`config.mk`:
```
export PLATFORM = sky130hd
export DESIGN_NAME = pwm_fault_sync_control
export DESIGN_NICKNAME = d
export VERILOG_FILES = /design/src/rtl/pwm_fault_pkg.sv /design/src/rtl/trip_counter.sv /design/src/rtl/sync_divider.sv /design/src/rtl/pwm_fault_sync_control.sv
export SDC_FILE = /design/constraint.sdc
export NUM_CORES = 1
export LEC_CHECK = 0
export BUFFER_PORTS_ARGS = -buffer_cell sky130_fd_sc_hd__buf_2
export CELL_PAD_IN_SITES_DETAIL_PLACEMENT = 0
export CELL_PAD_IN_SITES_GLOBAL_PLACEMENT = 2
export CORE_MARGIN = 3
export CORE_UTILIZATION = 26
export CTS_CLUSTER_DIAMETER = 30
export CTS_CLUSTER_SIZE = 16
export DETAILED_ROUTE_END_ITERATION = 6
export PLACE_DENSITY_LB_ADDON = 0.1
export SKIP_LAST_GASP = 1
export SLEW_MARGIN = 0
export SYNTH_ARGS = -nofsm -noshare
export SYNTH_HDL_FRONTEND = slang
export SYNTH_SLANG_ARGS = --single-unit
```
`constraint.sdc`:
```
create_clock -name i_clk -period 2.8 [get_ports i_clk]
set_clock_uncertainty 0.2 [all_clocks]
set_input_delay 0.42 -clock i_clk [delete_from_list [all_inputs] [get_ports i_clk]]
set_output_delay 0.42 -clock i_clk [all_outputs]
set_load 0.01 [all_outputs]
```
`src/rtl/pwm_fault_pkg.sv`:
```
/*
 Shared constants for the modulator protection and sync block.
 Assumes a single 50 MHz clock and synchronous active-high reset.
*/
// Functional notes
// Count current-limit hits per switching period
// Sample current-limit at compensator event two
// Eight-bit maximum count before flag
// Non-continuous mode clears count on clean cycle
// Continuous mode accumulates until maximum reached
// Current-limit flag goes out to processor
// Flag forces modulator outputs inactive directly
// Comparator A-D selects current-limit source
// Per-output pin override with value bit
// Pin levels readable as status
// Fault enable turns outputs off
// Fault pins latched, sent to processor
// Normal mode: either fault kills both
// Other modes: fault0 to A, fault1 to B
// Resume switching at new period start
// Two-bit compensator select per modulator
// Resonant mode binds compensator n to n
// Sync slave resets counter on trigger
// Channel-select bits pick master trigger
// Remote sync follows external pin
// Sync output divides switching period
// Software enables sync pin as output
// Flag sticky until cleared; counter zero disabled
package pwm_fault_pkg;
	localparam int CNT_W       = 8;        // Trip count width
	localparam int SEL_W       = 2;        // Selector width
	localparam int DIV_W       = 8;        // Sync divider width
	localparam logic [7:0] CNT_RST = 8'h00; // Counter reset value
	localparam logic [1:0] SEL_RST = 2'h0;  // Selector reset value

	// Modulator operating modes
	typedef enum logic [1:0] {
		MODE_NORMAL    = 2'b00,
		MODE_MULTI_OUT = 2'b01,
		MODE_RESONANT  = 2'b10,
		MODE_PHASE     = 2'b11
	} pwm_mode_t;
endpackage

```
`src/rtl/trip_counter.sv`:
```
/*
 Current-limit trip counter with sticky flag.
 Assumes a sample strobe once per switching period.
*/
`timescale 1ns/1ps
module trip_counter #(
	parameter int W = pwm_fault_pkg::CNT_W
) (
	// Clock and reset
	input  wire logic         i_clk,
	input  wire logic         i_sys_rst,
	// Control
	input  wire logic         i_enable,
	input  wire logic         i_continuous,
	input  wire logic [W-1:0] i_max_count,
	input  wire logic         i_flag_clear,
	// Sample
	input  wire logic         i_sample,
	input  wire logic         i_limit,
	// Status
	output logic              o_flag,
	output logic [W-1:0]      o_count
);
	import pwm_fault_pkg::*;

	logic [W-1:0] next_count;  // Next counter value
	wire          hit;         // Indication seen at sample
	wire          miss;        // Clean cycle at sample
	wire          reach;       // Maximum count reached

	assign hit   = i_sample & i_limit;
	assign miss  = i_sample & ~i_limit;
	assign reach = hit & ((o_count + 1'b1) >= i_max_count);

	// Counter next value; saturates so a long fault cannot wrap
	always_comb begin
		next_count = o_count;
		if (!i_enable) begin
			next_count = W'(CNT_RST);
		end else if (hit && o_count != {W{1'b1}}) begin
			next_count = o_count + 1'b1;
		end else if (miss && !i_continuous) begin
			next_count = W'(CNT_RST);
		end
	end

	// Count register
	always_ff @(posedge i_clk) begin
		if (i_sys_rst) o_count <= W'(CNT_RST);
		else o_count <= next_count;
	end

	// Sticky flag; a new trip wins over a clear
	always_ff @(posedge i_clk) begin
		if (i_sys_rst) o_flag <= 1'b0;
		else if (i_enable && reach) o_flag <= 1'b1;
		else if (i_flag_clear) o_flag <= 1'b0;
	end

	a_count_off: assert property (@(posedge i_clk) disable iff (i_sys_rst)
		!i_enable |=> o_count == '0) else $error("count not held at zero");
	a_flag_sticky: assert property (@(posedge i_clk) disable iff (i_sys_rst)
		o_flag && !i_flag_clear |=> o_flag) else $error("flag dropped");
	a_clean_reset: assert property (@(posedge i_clk) disable iff (i_sys_rst)
		i_enable && miss && !i_continuous |=> o_count == '0) else $error("no reset");
	a_flag_set: assert property (@(posedge i_clk) disable iff (i_sys_rst)
		i_enable && reach |=> o_flag) else $error("flag not set");
	c_trip: cover property (@(posedge i_clk) $rose(o_flag));
endmodule

```
`src/rtl/sync_divider.sv`:
```
/*
 Sync-output divider: one pulse each N+1 switching periods.
 Assumes a one-cycle period-start strobe.
*/
`timescale 1ns/1ps
module sync_divider #(
	parameter int W = pwm_fault_pkg::DIV_W
) (
	// Clock and reset
	input  wire logic         i_clk,
	input  wire logic         i_sys_rst,
	// Control
	input  wire logic [W-1:0] i_ratio,
	input  wire logic         i_period_start,
	// Output
	output logic              o_pulse
);
	import pwm_fault_pkg::*;

	logic [W-1:0] cnt;   // Periods seen since last pulse
	wire          wrap;  // Divider terminal

	assign wrap = i_period_start && (cnt >= i_ratio);

	// Period counter
	always_ff @(posedge i_clk) begin
		if (i_sys_rst) cnt <= '0;
		else if (wrap) cnt <= '0;
		else if (i_period_start) cnt <= cnt + 1'b1;
	end

	// Registered pulse
	always_ff @(posedge i_clk) begin
		if (i_sys_rst) o_pulse <= 1'b0;
		else o_pulse <= wrap;
	end

	a_sync_pulse: assert property (@(posedge i_clk) disable iff (i_sys_rst)
		wrap |=> o_pulse) else $error("sync pulse missing");
	c_sync: cover property (@(posedge i_clk) o_pulse);
endmodule

```
`src/rtl/pwm_fault_sync_control.sv`:
```
/*
 Protection, override and sync control around one modulator channel.
 Assumes modulator core supplies raw outputs, period start and event strobe;
 all inputs are synchronous to i_clk.
*/
`timescale 1ns/1ps
module pwm_fault_sync_control (
	// Clock and reset
	input  wire logic                      i_clk,
	input  wire logic                      i_sys_rst,
	// Modulator core
	input  wire logic                      i_mod_a,
	input  wire logic                      i_mod_b,
	input  wire logic                      i_period_start,
	input  wire logic                      i_cmp_event2,
	input  wire pwm_fault_pkg::pwm_mode_t  i_mode,
	// Current limit
	input  wire logic                      i_trip_enable,
	input  wire logic                      i_trip_continuous,
	input  wire logic [7:0]                i_trip_max,
	input  wire logic                      i_trip_clear,
	input  wire logic [1:0]                i_cmp_select,
	input  wire logic [3:0]                i_comparators,
	// Pin override
	input  wire logic                      i_gpio_en_a,
	input  wire logic                      i_gpio_en_b,
	input  wire logic                      i_gpio_val_a,
	input  wire logic                      i_gpio_val_b,
	// External faults
	input  wire logic                      i_fault_enable,
	input  wire logic [1:0]                i_fault_pins,
	input  wire logic [1:0]                i_fault_clear,
	// Compensator selection
	input  wire logic [1:0]                i_comp_select,
	input  wire logic [1:0]                i_channel_index,
	// Sync
	input  wire logic                      i_sync_slave_en,
	input  wire logic [1:0]                i_sync_chan_sel,
	input  wire logic [3:0]                i_master_triggers,
	input  wire logic                      i_remote_sync_en,
	input  wire logic                      i_remote_sync_pin,
	input  wire logic [7:0]                i_sync_div_ratio,
	input  wire logic                      i_sync_out_en,
	// Outputs
	output logic                           o_pin_a,
	output logic                           o_pin_b,
	output logic [1:0]                     o_pin_status,
	output logic                           o_trip_flag,
	output logic [7:0]                     o_trip_count,
	output logic [1:0]                     o_fault_latched,
	output logic [1:0]                     o_comp_route,
	output logic                           o_counter_reset,
	output logic                           o_sync_out
);
	import pwm_fault_pkg::*;

	// Selected comparator as the current-limit indication
	wire       limit_src = i_comparators[i_cmp_select];
	wire       sync_pulse;                               // Divider output
	logic [1:0] fault;                                   // Latched fault pins
	logic [1:0] held;                                    // Output held off until period start
	wire [1:0] fault_kill;                               // Fault shutdown per output
	wire       trip_kill;                                // Current-limit shutdown
	wire       master_hit;                               // Chosen master trigger
	logic      remote_d;                                 // Remote sync previous level
	wire       remote_edge;                              // Remote sync rising edge
	wire       out_a;                                    // Gated modulator A
	wire       out_b;                                    // Gated modulator B

	trip_counter #(.W(CNT_W)) u_trip (
		.i_clk        (i_clk),
		.i_sys_rst    (i_sys_rst),
		.i_enable     (i_trip_enable),
		.i_continuous (i_trip_continuous),
		.i_max_count  (i_trip_max),
		.i_flag_clear (i_trip_clear),
		.i_sample     (i_cmp_event2),
		.i_limit      (limit_src),
		.o_flag       (o_trip_flag),
		.o_count      (o_trip_count)
	);

	sync_divider #(.W(DIV_W)) u_sync (
		.i_clk          (i_clk),
		.i_sys_rst      (i_sys_rst),
		.i_ratio        (i_sync_div_ratio),
		.i_period_start (i_period_start),
		.o_pulse        (sync_pulse)
	);

	// Fault latch: pin set wins over software clear
	always_ff @(posedge i_clk) begin
		if (i_sys_rst) fault <= 2'h0;
		else fault <= i_fault_pins | (fault & ~i_fault_clear);
	end

	// Fault routing by mode
	assign fault_kill = !i_fault_enable ? 2'b00 :
		(i_mode == MODE_NORMAL) ? {2{|fault}} : fault;

	// Shutdown held until next period start once fault goes away
	always_ff @(posedge i_clk) begin
		if (i_sys_rst) held <= 2'b00;
		else held <= fault_kill | (held & {2{~i_period_start}});
	end

	assign trip_kill = o_trip_flag;
	assign out_a = i_mod_a & ~trip_kill & ~fault_kill[0] & ~held[0];
	assign out_b = i_mod_b & ~trip_kill & ~fault_kill[1] & ~held[1];

	// Pin drive with override
	always_ff @(posedge i_clk) begin
		if (i_sys_rst) begin
			o_pin_a <= 1'b0;
			o_pin_b <= 1'b0;
		end else begin
			o_pin_a <= i_gpio_en_a ? i_gpio_val_a : out_a;
			o_pin_b <= i_gpio_en_b ? i_gpio_val_b : out_b;
		end
	end

	// Status readback of pin levels, one cycle behind the pins
	always_ff @(posedge i_clk) begin
		if (i_sys_rst) o_pin_status <= 2'b00;
		else o_pin_status <= {o_pin_b, o_pin_a};
	end

	assign o_fault_latched = fault;

	// Compensator routing; resonant mode forces own index
	always_ff @(posedge i_clk) begin
		if (i_sys_rst) o_comp_route <= SEL_RST;
		else if (i_mode == MODE_RESONANT) o_comp_route <= i_channel_index;
		else o_comp_route <= i_comp_select;
	end

	// Sync sources
	assign master_hit  = i_sync_slave_en & i_master_triggers[i_sync_chan_sel];
	assign remote_edge = i_remote_sync_en & i_remote_sync_pin & ~remote_d;

	// Remote pin edge history
	always_ff @(posedge i_clk) begin
		if (i_sys_rst) remote_d <= 1'b0;
		else remote_d <= i_remote_sync_pin;
	end

	// Counter reset request and sync output
	always_ff @(posedge i_clk) begin
		if (i_sys_rst) begin
			o_counter_reset <= 1'b0;
			o_sync_out      <= 1'b0;
		end else begin
			o_counter_reset <= master_hit | remote_edge;
			o_sync_out      <= sync_pulse & i_sync_out_en;
		end
	end

	a_trip_off: assert property (@(posedge i_clk) disable iff (i_sys_rst)
		o_trip_flag && !i_gpio_en_a |=> !o_pin_a) else $error("trip not off");
	a_normal_fault: assert property (@(posedge i_clk) disable iff (i_sys_rst)
		i_fault_enable && i_mode == MODE_NORMAL && |fault && !i_gpio_en_b
		|=> !o_pin_b) else $error("fault not off");
	a_gpio_drive: assert property (@(posedge i_clk) disable iff (i_sys_rst)
		i_gpio_en_a |=> o_pin_a == $past(i_gpio_val_a)) else $error("gpio");
	a_resonant_bind: assert property (@(posedge i_clk) disable iff (i_sys_rst)
		i_mode == MODE_RESONANT |=> o_comp_route == $past(i_channel_index))
		else $error("route");
	a_slave_reset: assert property (@(posedge i_clk) disable iff (i_sys_rst)
		master_hit |=> o_counter_reset) else $error("no slave reset");
	a_fault_latch: assert property (@(posedge i_clk) disable iff (i_sys_rst)
		i_fault_pins[0] |=> fault[0]) else $error("fault not latched");
	c_fault: cover property (@(posedge i_clk) $fell(held[0]));
	c_remote: cover property (@(posedge i_clk) remote_edge);
endmodule

```
Word-level counts from Yosys, hierarchy flattened:

Index checks and enable logic that the tools add are counted.

* register bits: 31
* output and inout bits: 19

* bitwise logic cells: 28
* $lt $le $gt $ge: 4
* add/subtract/negate cells: 2
* muxes and demuxes: 13
* reduce and logical (&&, ||, !) cells: 11
* eq/ne operators: 2

Operators by type and width (number)
* $add A8 B1 Y8 const B: 2
* $ge A8 B8 Y1: 2
* $mux W8: 2
* $and A1 B1 Y1: 13
* $not A1 Y1: 9
* $ne A8 B8 Y1 const B: 1
* $lt A2 B3 Y1 const B: 2
* $mux W1: 6
* $mux W2: 3
* $reduce_or A2 Y1: 3
* $and A2 B2 Y2: 2
* $bmux W1 S2: 2
* $logic_and A1 B1 Y1: 4
* $or A2 B2 Y2: 2
* $reduce_bool A2 Y1: 2
* $eq A2 B2 Y1 const B: 1
* $logic_not A2 Y1: 1
* $not A2 Y2: 1
* $logic_not A1 Y1: 1
* $or A1 B1 Y1: 1

Depth between registers and ports, before layout:

Gate-level depths: netlist of the first run.

* depth after elaboration: 7
* gate-level depth with buffers: 9
* mapped depth without buffers: 9

Cells and area by module:

From an unflattened synthesis of the first run, not the netlist that was laid out.

* cell total of the unflattened synthesis: 209
* area total of the unflattened synthesis: 1874.3 µm²

By module, submodules not included
* trip_counter: sequential area each 180.2 µm², cells an instance 92, area each 753.2 µm², times used 1
* sync_divider: sequential area each 180.2 µm², cells an instance 64, area each 610.6 µm², times used 1
* pwm_fault_sync_control: sequential area each 260.2 µm², cells an instance 53, area each 510.5 µm², times used 1

Least setup slack after synthesis of the first run:

Ideal clock, no wire load.

* path type: register to register
* from: reg u_trip.o_count[0]
* to: reg u_trip.o_flag
* stages on the path, launching flop included: 9
* data required time: 2468 ps
* library setup time: 132 ps
* setup slack: 591 ps
* arrival time: 1878 ps
* buffers on the path: 0
* cells stage by stage: dfxtp_1 -> ha_1 -> nand3_1 -> nor2_1 -> xor2_1 -> ha_1 -> a21o_1 -> a211oi_1 -> nor3_1

* longest elaborated chain between the ends: 5
* elaborated cells on any way between the ends: 6

Ends and longest elaborated chain
* start: declaration: line trip_counter.sv:22 `output logic [W-1:0] o_count`
* start signal: assignment: line trip_counter.sv:49 `if (i_sys_rst) o_count <= W'(CNT_RST);`
* start signal: assignment: line trip_counter.sv:50 `else o_count <= next_count;`
* $add A8 B1 Y8 (*): line trip_counter.sv:33 `assign reach = hit & ((o_count + 1'b1) >= i_max_count);`
* $ge A8 B8 Y1 (*): line trip_counter.sv:33
* $and A1 B1 Y1 (*): line trip_counter.sv:33
* $logic_and A1 B1 Y1 (*): line trip_counter.sv:56 `else if (i_enable && reach) o_flag <= 1'b1;`
* $mux W1 / $reduce_bool A2 Y1 (equally long branches)
* end signal: assignment: line trip_counter.sv:55 `if (i_sys_rst) o_flag <= 1'b0;`
* end signal: assignment: line trip_counter.sv:56
* end signal: assignment: line trip_counter.sv:57 `else if (i_flag_clear) o_flag <= 1'b0;`
* end: declaration: line trip_counter.sv:21 `output logic o_flag,`

Mark *: on every way between the ends. The rest lies on a longest branch, timed or not.
A chain may end at the register's enable or synchronous reset.

Worst setup path after layout of the first run:

Same ends and word-level chain as after synthesis.

==> flow_metrics.env, run 1 <==
export IMPL_grt_antenna_before_repair=0
export IMPL_hp_class="input port to register"
export IMPL_arrival_ps=2360
export IMPL_place_hpwl_mm=3.48
export IMPL_drv_cap=0
export IMPL_synth_seq_cells=31
export IMPL_track_usage_pct=11.9
export IMPL_powerDensity_nw_per_um2=453
export IMPL_worstMarginPinSlew_ps=670
export IMPL_gr_total_overflow=0
export IMPL_die_w_um=87.9
export IMPL_vias_per_cell=4.50
export IMPL_cts_resized_gates=0
export IMPL_ir_worst_vdd_mv=0.223
export IMPL_final_area_um2=2310
export IMPL_syn_num_nets=274
export IMPL_setup_viol=0
export IMPL_start_util_pct=27.2
export IMPL_synth_edf_count=0
export IMPL_syn2layout_area_growth_pct=32.5
export IMPL_cts_buffers=5
export IMPL_place_area_um2=2200
export IMPL_nets=352
export IMPL_core_um2=6420
export IMPL_final_fill_count=712
export IMPL_multiInputGateArea_um2=1040
export IMPL_synth_seq_area_share_pct=35.6
export IMPL_die_height_um=87.9
export IMPL_synthArstFlopShare_pct=0
export IMPL_cp_max_fo=7
export IMPL_cp_required_ps=2760
export IMPL_hold_viol=0
export IMPL_first_pass_iters=4
export IMPL_rsz0062_at_grt="no"
export IMPL_cts_path_max_buffers=2
export IMPL_wirelength_mm=4.35
export IMPL_grt_pass1_wl_mm=7.13
export IMPL_diodes=0
export IMPL_ff2ff_setup_slack_ps=400
export IMPL_post_cts_buffers=0
export IMPL_syn_avg_cell_area_um2=8.72
export IMPL_path_clk_slew_ps=70
export IMPL_timing_fmax_mhz=416
export IMPL_ctsHoldBuffers=0
export IMPL_seqCellArea_um2=621
export IMPL_period_share_pct=85.8
export IMPL_synth_distinct_cells=33
export IMPL_insertion_delay_ps=280
export IMPL_path_class="register to register"
export IMPL_first_global_vias=1522
export IMPL_status="complete, no violations"
export IMPL_p_leak_nw=1.14
export IMPL_ios=75
export IMPL_drv_slew=0
export IMPL_fin_crit_ps=2400
export IMPL_cts_tree="done"
export IMPL_cts_sinks=31
export IMPL_drt_iter0_markers=49
export IMPL_num_vias=1601
export IMPL_synth_ff_type="dfxtp_1"
export IMPL_cts_root_buf="clkbuf_8"
export IMPL_drc_errors=0
export IMPL_portBuffers=74
export IMPL_drive_gt1_share_pct=32.6
export IMPL_num_rows=29
export IMPL_grt_max_degree=26
export IMPL_syn_inst=200
export IMPL_antenna_left=0
export IMPL_start_kind="register"
export IMPL_ys_warn_count=0
export IMPL_finalSetupTns_ps=0
export IMPL_critPathCaptureType="register"
export IMPL_htreeDepth=2
export IMPL_routedWlPerCell_um=12.2
export IMPL_gp_congestion=0.771
export IMPL_relSlewSlack_pct=55.0
export IMPL_die_area_um2=7730
export IMPL_synth_area_um2=1740
## stage by stage
step	worst slack, ps	utilization, %	power (mW)	std cells	hold WS [ps]
detailed placement	378	34.2	0.612	348	217
floorplan	591	-	0.546	200	202
global placement	486	34.2	0.613	348	211
global route	136	36.0	1.11	356	146
finish	398	36.0	1.05	356	140
CTS	364	36.0	1.07	356	132
## cell families (layout without fill, tap and decap cells)
logic type / Yosys count / after routing / synth area share (%)
buffers and inverters: 22 / 101 / 4.81
AOI/OAI and AO/OA: 36 / 36 / 13.2
xor gates and xnor gates: 12 / 12 / 6.03
adders and majority gates: 18 / 18 / 12.9
DFF: 31 / 31 / 35.6
and+or+nand+nor: 76 / 76 / 23.2
muxes: 5 / 5 / 4.30
## worst paths after layout
check / startpoint / endpoint / cells after the start
worst min register to register: u_sync.o_pulse / o_sync_out / 2
worst min-delay path: i_fault_pins[1] / o_fault_latched[1] / 3
worst max-delay path: u_trip.o_count[0] / u_trip.o_flag / 8
worst max register to register: u_trip.o_count[0] / u_trip.o_flag / 8
## critical path, stage by stage, from the launching register on
cell and delay (ps):
dfxtp_1 430, ha_1 260, nand3_1 200, nor2_1 200, xor2_1 170, ha_1 260
a21o_1 180, a211oi_1 290, nor3_1 80
## cell usage after synthesis (4+ instances only)
library cell | n | area [um2]
a21oi_1 | 11 | 55.1
dfxtp_1 | 31 | 621
ha_1 | 18 | 225
inv_1 | 19 | 71.3
nand2_1 | 12 | 45.0
nand2b_1 | 6 | 37.5
nand3_1 | 7 | 35.0
nand4_1 | 4 | 25.0
nor2_1 | 18 | 67.6
nor2b_1 | 6 | 37.5
nor3_1 | 12 | 60.1
nor3b_1 | 4 | 30.0
o21ai_0 | 7 | 35.0
xnor2_1 | 5 | 43.8
xor2_1 | 7 | 61.3
## placed cells by master, fill, tap and decap left out, types with 11 or more instances in the layout
master    n
buf_2    74
dfxtp_1  31
inv_1    19
nor2_1   18
ha_1     18
nand2_1  12
nor3_1   12
a21oi_1  11
## state kept, by name, indices dropped and copies added (netlist names), 2 cells and up
name             flops
u_sync.cnt           8
u_trip.o_count       8
held                 2
o_comp_route         2
o_fault_latched      2
o_pin_status         2
## layer usage
metal | global-route usage [%] | routed length (um) | part of all wire [%]
met4 | 5.44 | 69 | 1.6
met3 | 4.33 | 413 | 9.5
met1 | 16.3 | 2130 | 49
met2 | 16.7 | 1740 | 40
met5 | 0 | 0 | 0
## power by group
| group | internal (mW) | switching (mW) |
|---|---|---|
| Combinational | 0.0707 | 0.0643 |
| Clock | 0.265 | 0.183 |
| Sequential | 0.455 | 0.00915 |
| Total | 0.791 | 0.256 |
## layout make-up
cell class | count | area share, %
Tap cell | 77 | 4.17
Clock inverter | 3 | 1.89
Inverter | 19 | 3.09
Timing Repair Buffer | 74 | 16.0
Sequential cell | 31 | 26.9
Clock buffer | 5 | 2.98
Multi-Input combinational cell | 147 | 45.0
No activity file was read; power rests on OpenSTA's default activity.
==> run 2, diff against run 1 <==
- clock period: 2.8 -> 2.5 ns (I/O delays scaled with it)
==> flow_metrics.env, run 2 (synthesis results as in run 1) <==
export IMPL_status="complete, no violations"
export IMPL_insertion_delay_ps=280
export IMPL_powerDensity_nw_per_um2=508
export IMPL_fin_crit_ps=2260
export IMPL_cpPeakStageDelay_ps=400
export IMPL_worstMarginPinSlew_ps=702
export IMPL_hold_viol=0
export IMPL_nets=353
export IMPL_cts_sinks=31
export IMPL_first_global_vias=1511
export IMPL_final_common_cell="buf_2"
export IMPL_cts_buffers=5
export IMPL_arrival_ps=2210
export IMPL_num_rows=29
export IMPL_ir_worst_vdd_mv=0.217
export IMPL_setup_viol=0
export IMPL_holdWs_ps=95.4
export IMPL_num_vias=1618
export IMPL_final_cell_mix="buf_2, dfxtp_1, inv_1"
export IMPL_final_fill_count=693
export IMPL_ios=75
export IMPL_portBuffers=74
export IMPL_antenna_left=0
export IMPL_start_util_pct=27.2
export IMPL_finalSetupTns_ps=0
export IMPL_die_area_um2=7730
export IMPL_drive_gt1_share_pct=33.6
export IMPL_gr_total_overflow=0
export IMPL_relSlewSlack_pct=52.9
export IMPL_place_hpwl_mm=3.50
export IMPL_setup_slack_ps=240
export IMPL_final_area_um2=2330
export IMPL_drc_errors=0
export IMPL_htreeDepth=2
export IMPL_path_clk_slew_ps=70
export IMPL_first_pass_iters=4
export IMPL_grt_max_degree=26
export IMPL_core_um2=6420
export IMPL_start_kind="register"
export IMPL_syn2layout_area_growth_pct=33.6
export IMPL_wirelength_mm=4.31
export IMPL_vias_per_cell=4.53
export IMPL_top_regs="u_sync.cnt: 8 flops, u_trip.o_count: 8 flops"
export IMPL_die_w_um=87.9
export IMPL_place_ws_ps=140
export IMPL_place_area_um2=2210
export IMPL_critPathCaptureType="register"
export IMPL_gp_congestion=0.778
export IMPL_rsz0062_at_grt="no"
export IMPL_cp_required_ps=2450
export IMPL_path_class="register to register"
export IMPL_drv_cap=0
export IMPL_grt_antenna_before_repair=0
export IMPL_cp_max_fo=6
export IMPL_die_height_um=87.9
export IMPL_period_share_pct=90.4
export IMPL_cts_path_max_buffers=2
export IMPL_routedWlPerCell_um=12.1
export IMPL_diodes=0
export IMPL_p_leak_nw=1.15
export IMPL_grt_pass1_wl_mm=7.07
export IMPL_drt_iter0_markers=39
export IMPL_timing_fmax_mhz=443
export IMPL_critPathSlowestCell="dfxtp_1"
export IMPL_cts_root_buf="clkbuf_8"
export IMPL_hp_class="input port to register"
export IMPL_drv_slew=0
export IMPL_path_cells="ha_2, nand3_2, nor2_1, xor2_1, ha_1, nand3_1, o21ai_0, a211oi_1, nor3_1"
export IMPL_cts_tree="done"
export IMPL_track_usage_pct=12.1
## run 2: changes by cell type in the layout (fill, tap and decap cells not counted), sizes merged
cell	before	now
clkbuf	5	6
buf	74	75
clkinv	2	1
## run 2: layout make-up
| class | count | area (um2) | area share [%] |
|---|---|---|---|
| Inverter | 19 | 71.3 | 3.06 |
| Tap cell | 77 | 96.3 | 4.13 |
| Sequential cell | 31 | 621 | 26.6 |
| Timing Repair Buffer | 75 | 378 | 16.2 |
| Multi-Input combinational cell | 147 | 1050 | 44.9 |
| Clock inverter | 2 | 35.0 | 1.50 |
| Clock buffer | 6 | 82.6 | 3.54 |
## run 2: report_power, final
group          switching (mW)  internal [mW]  leakage, nW
clock                   0.190          0.322       0.0612
sequential            0.00948          0.510        0.253
combinational          0.0722         0.0800        0.834
total                   0.272          0.912         1.15
## run 2: worst paths after layout
path | startpoint | end | slack, ps | cells after the start
worst min register to register | u_sync.o_pulse | o_sync_out | 220 | 2
worst max register to register | u_trip.o_count[1] | u_trip.o_flag | 240 | 9
worst min-delay path | i_fault_pins[0] | o_fault_latched[0] | 100 | 3
worst max-delay path | u_trip.o_count[1] | u_trip.o_flag | 240 | 9
## run 2: metal layers
layer,part of all wire (%),track usage (%)
met1,48,15.9
met4,1.8,5.44
met3,10,4.80
met2,40,17.3
met5,0,0
## run 2: per-stage QoR
step / power, mW / util (%) / instances
floorplan: 0.612 / - / 200
global placement: 0.687 / 34.3 / 349
detailed placement: 0.685 / 34.3 / 349
CTS: 1.22 / 36.2 / 357
global route: 1.26 / 36.3 / 357
finish: 1.18 / 36.3 / 357
## run 2: what timing repair did
action	CTS	global route
hold buffers	0	0
hold endpoints to repair	0	0
gates resized for setup	0	2
buffers inserted	0	0
endpoints found under the setup margin	0	1
## run 2: critical path, delay by kind of cell (launching register included)
family	cells	cell delay [ps]
XOR/XNOR	1	160
AO/OA/AOI/OAI	2	330
flip-flops	1	400
adder cells (fa/ha/maj)	2	520
AND/OR/NAND/NOR	4	510
==> run 3, diff against run 2 <==
- CORE_MARGIN: 3 -> not set
==> flow_metrics.env, run 3 (synthesis results as in run 1) <==
export IMPL_reg2reg_to="u_trip.o_flag"
export IMPL_die_w_um=83.9
export IMPL_relSlewSlack_pct=55.9
export IMPL_insertion_delay_ps=290
export IMPL_setup_viol=0
export IMPL_critPathCaptureType="register"
export IMPL_cp_max_fo=7
export IMPL_min_to="o_fault_latched[0]"
export IMPL_first_pass_iters=6
export IMPL_wirelength_mm=4.25
export IMPL_hold_depth=3
export IMPL_final_util_pct=36.2
export IMPL_rsz0062_at_grt="no"
export IMPL_dr_max_layer_used="met4"
export IMPL_path_class="register to register"
export IMPL_place_hpwl_mm=3.34
export IMPL_start_util_pct=27.2
export IMPL_hold_viol=0
export IMPL_syn2layout_area_growth_pct=33.2
export IMPL_grt_antenna_before_repair=0
export IMPL_cts_sinks=31
export IMPL_core_um2=6420
export IMPL_drt_iter0_markers=57
export IMPL_gr_total_overflow=0
export IMPL_post_cts_buffers=0
export IMPL_grt_max_degree=26
export IMPL_seqPwrFrac_pct=44.2
export IMPL_cts_path_max_buffers=2
export IMPL_htreeDepth=2
export IMPL_hp_class="input port to register"
export IMPL_path_clk_slew_ps=70
export IMPL_ff2ff_setup_slack_ps=230
export IMPL_powerDensity_nw_per_um2=506
export IMPL_portBuffers=74
export IMPL_status="finished with violations"
export IMPL_drc_errors=1
export IMPL_top_regs="u_sync.cnt: 8 flops, u_trip.o_count: 8 flops"
export IMPL_die_area_um2=7040
export IMPL_track_usage_pct=12.7
export IMPL_final_cell_mix="buf_2, dfxtp_1, inv_1"
export IMPL_start_kind="register"
export IMPL_finalSetupTns_ps=0
export IMPL_gp_congestion=0.706
export IMPL_diodes=0
export IMPL_drv_cap=0
export IMPL_ios=75
export IMPL_first_global_vias=1483
export IMPL_internal_power_mw=0.886
export IMPL_clkPwrFrac_pct=42.9
export IMPL_cp_required_ps=2460
export IMPL_switching_share_pct=24.6
export IMPL_fin_crit_ps=2270
export IMPL_reg2reg_from="u_trip.o_count[2]"
export IMPL_grt_pass1_wl_mm=7.00
export IMPL_cts_tree="done"
export IMPL_num_rows=29
export IMPL_vias_per_cell=4.55
export IMPL_drv_slew=0
export IMPL_antenna_left=0
export IMPL_worstMarginPinSlew_ps=657
export IMPL_ir_worst_vdd_mv=0.272
export IMPL_final_fill_count=698
export IMPL_p_switching_mw=0.289
export IMPL_nets=353
export IMPL_drive_gt1_share_pct=33.2
export IMPL_cts_root_buf="clkbuf_8"
export IMPL_route_met2_wl_mm=1.76
export IMPL_period_share_pct=90.9
export IMPL_min_from="i_fault_pins[0]"
export IMPL_num_vias=1623
export IMPL_routedWlPerCell_um=11.9
export IMPL_arrival_ps=2230
export IMPL_wl_met3_um=335
export IMPL_ff2ff_path_depth=8
export IMPL_die_height_um=83.9
export IMPL_wl_met1_mm=2.11
export IMPL_cts_buffers=5
export IMPL_final_common_cell="buf_2"
export IMPL_violations="design-rule violations"
export IMPL_timing_fmax_mhz=440
export IMPL_p_comb_share_pct=12.9
export IMPL_p_leak_nw=1.15
-- run 3: cell types whose count changed in the layout (fill, tap and decap cells not counted), sizes merged --
cell    previous run  this run
clkbuf             6         5
clkinv             1         2
-- run 3: stage by stage --
step	setup slack, ps	area (um2)	total power [mW]	hold slack, ps	instances
after floorplan	291	1740	0.612	202	200
after global placement	231	2210	0.687	212	349
after detailed placement	189	2210	0.685	215	349
after CTS	156	2320	1.20	80.5	357
after global routing	45.7	2320	1.24	98.6	357
final	227	2320	1.17	92.5	357
-- run 3: worst max-delay path: stages (launching register included) --
cell,delay (ps)
dfxtp_1,480
nand4_1,190
or2_2,340
xnor2_1,140
ha_1,280
nand3_1,110
o21ai_0,100
a211oi_1,230
nor3_1,70
-- run 3: per-layer routing --
metal	global-route usage, %	vias up
met5	0	-
met2	18.4	56
met1	17.3	704
met4	4.23	0
li1	-	858
met3	4.55	5
-- run 3: how the worst max path moves through the flow --
stage                     cells after the start              start  slack (ps)             to
after floorplan                               8  u_trip.o_count[0]         290  u_trip.o_flag
after global placement                        8  u_trip.o_count[1]         230  u_trip.o_flag
after detailed placement                      9  u_trip.o_count[1]         190  u_trip.o_flag
after CTS                                     8  u_trip.o_count[1]         160  u_trip.o_flag
after global routing                          9  u_trip.o_count[1]          50  u_trip.o_flag
final                                         8  u_trip.o_count[2]         230  u_trip.o_flag
-- run 3: repair_timing --
action / 4_1_cts / 5_1_grt
hold buffers: 0 / 0
gates resized for setup: 0 / 1
endpoints found under the setup margin: 0 / 1
-- run 3: layout make-up --
cell class,instances,area [um2],share of cell area (%)
repair buffers,75,378,16.3
clock buffers,5,68.8,2.96
multi-input cells,147,1040,45.0
inverters,19,71.3,3.07
flip-flops and latches,31,621,26.7
well taps,77,96.3,4.15
clock inverters,3,43.8,1.88
-- run 3: power groups by stage --
stage               registers (mW)  clock network, mW  logic, mW
finish                       0.519              0.504      0.152
global route                 0.521              0.549      0.175
CTS                          0.519              0.524      0.155
floorplan                    0.535                  0     0.0773
detailed placement           0.531                  0      0.154
global placement             0.531                  0      0.156
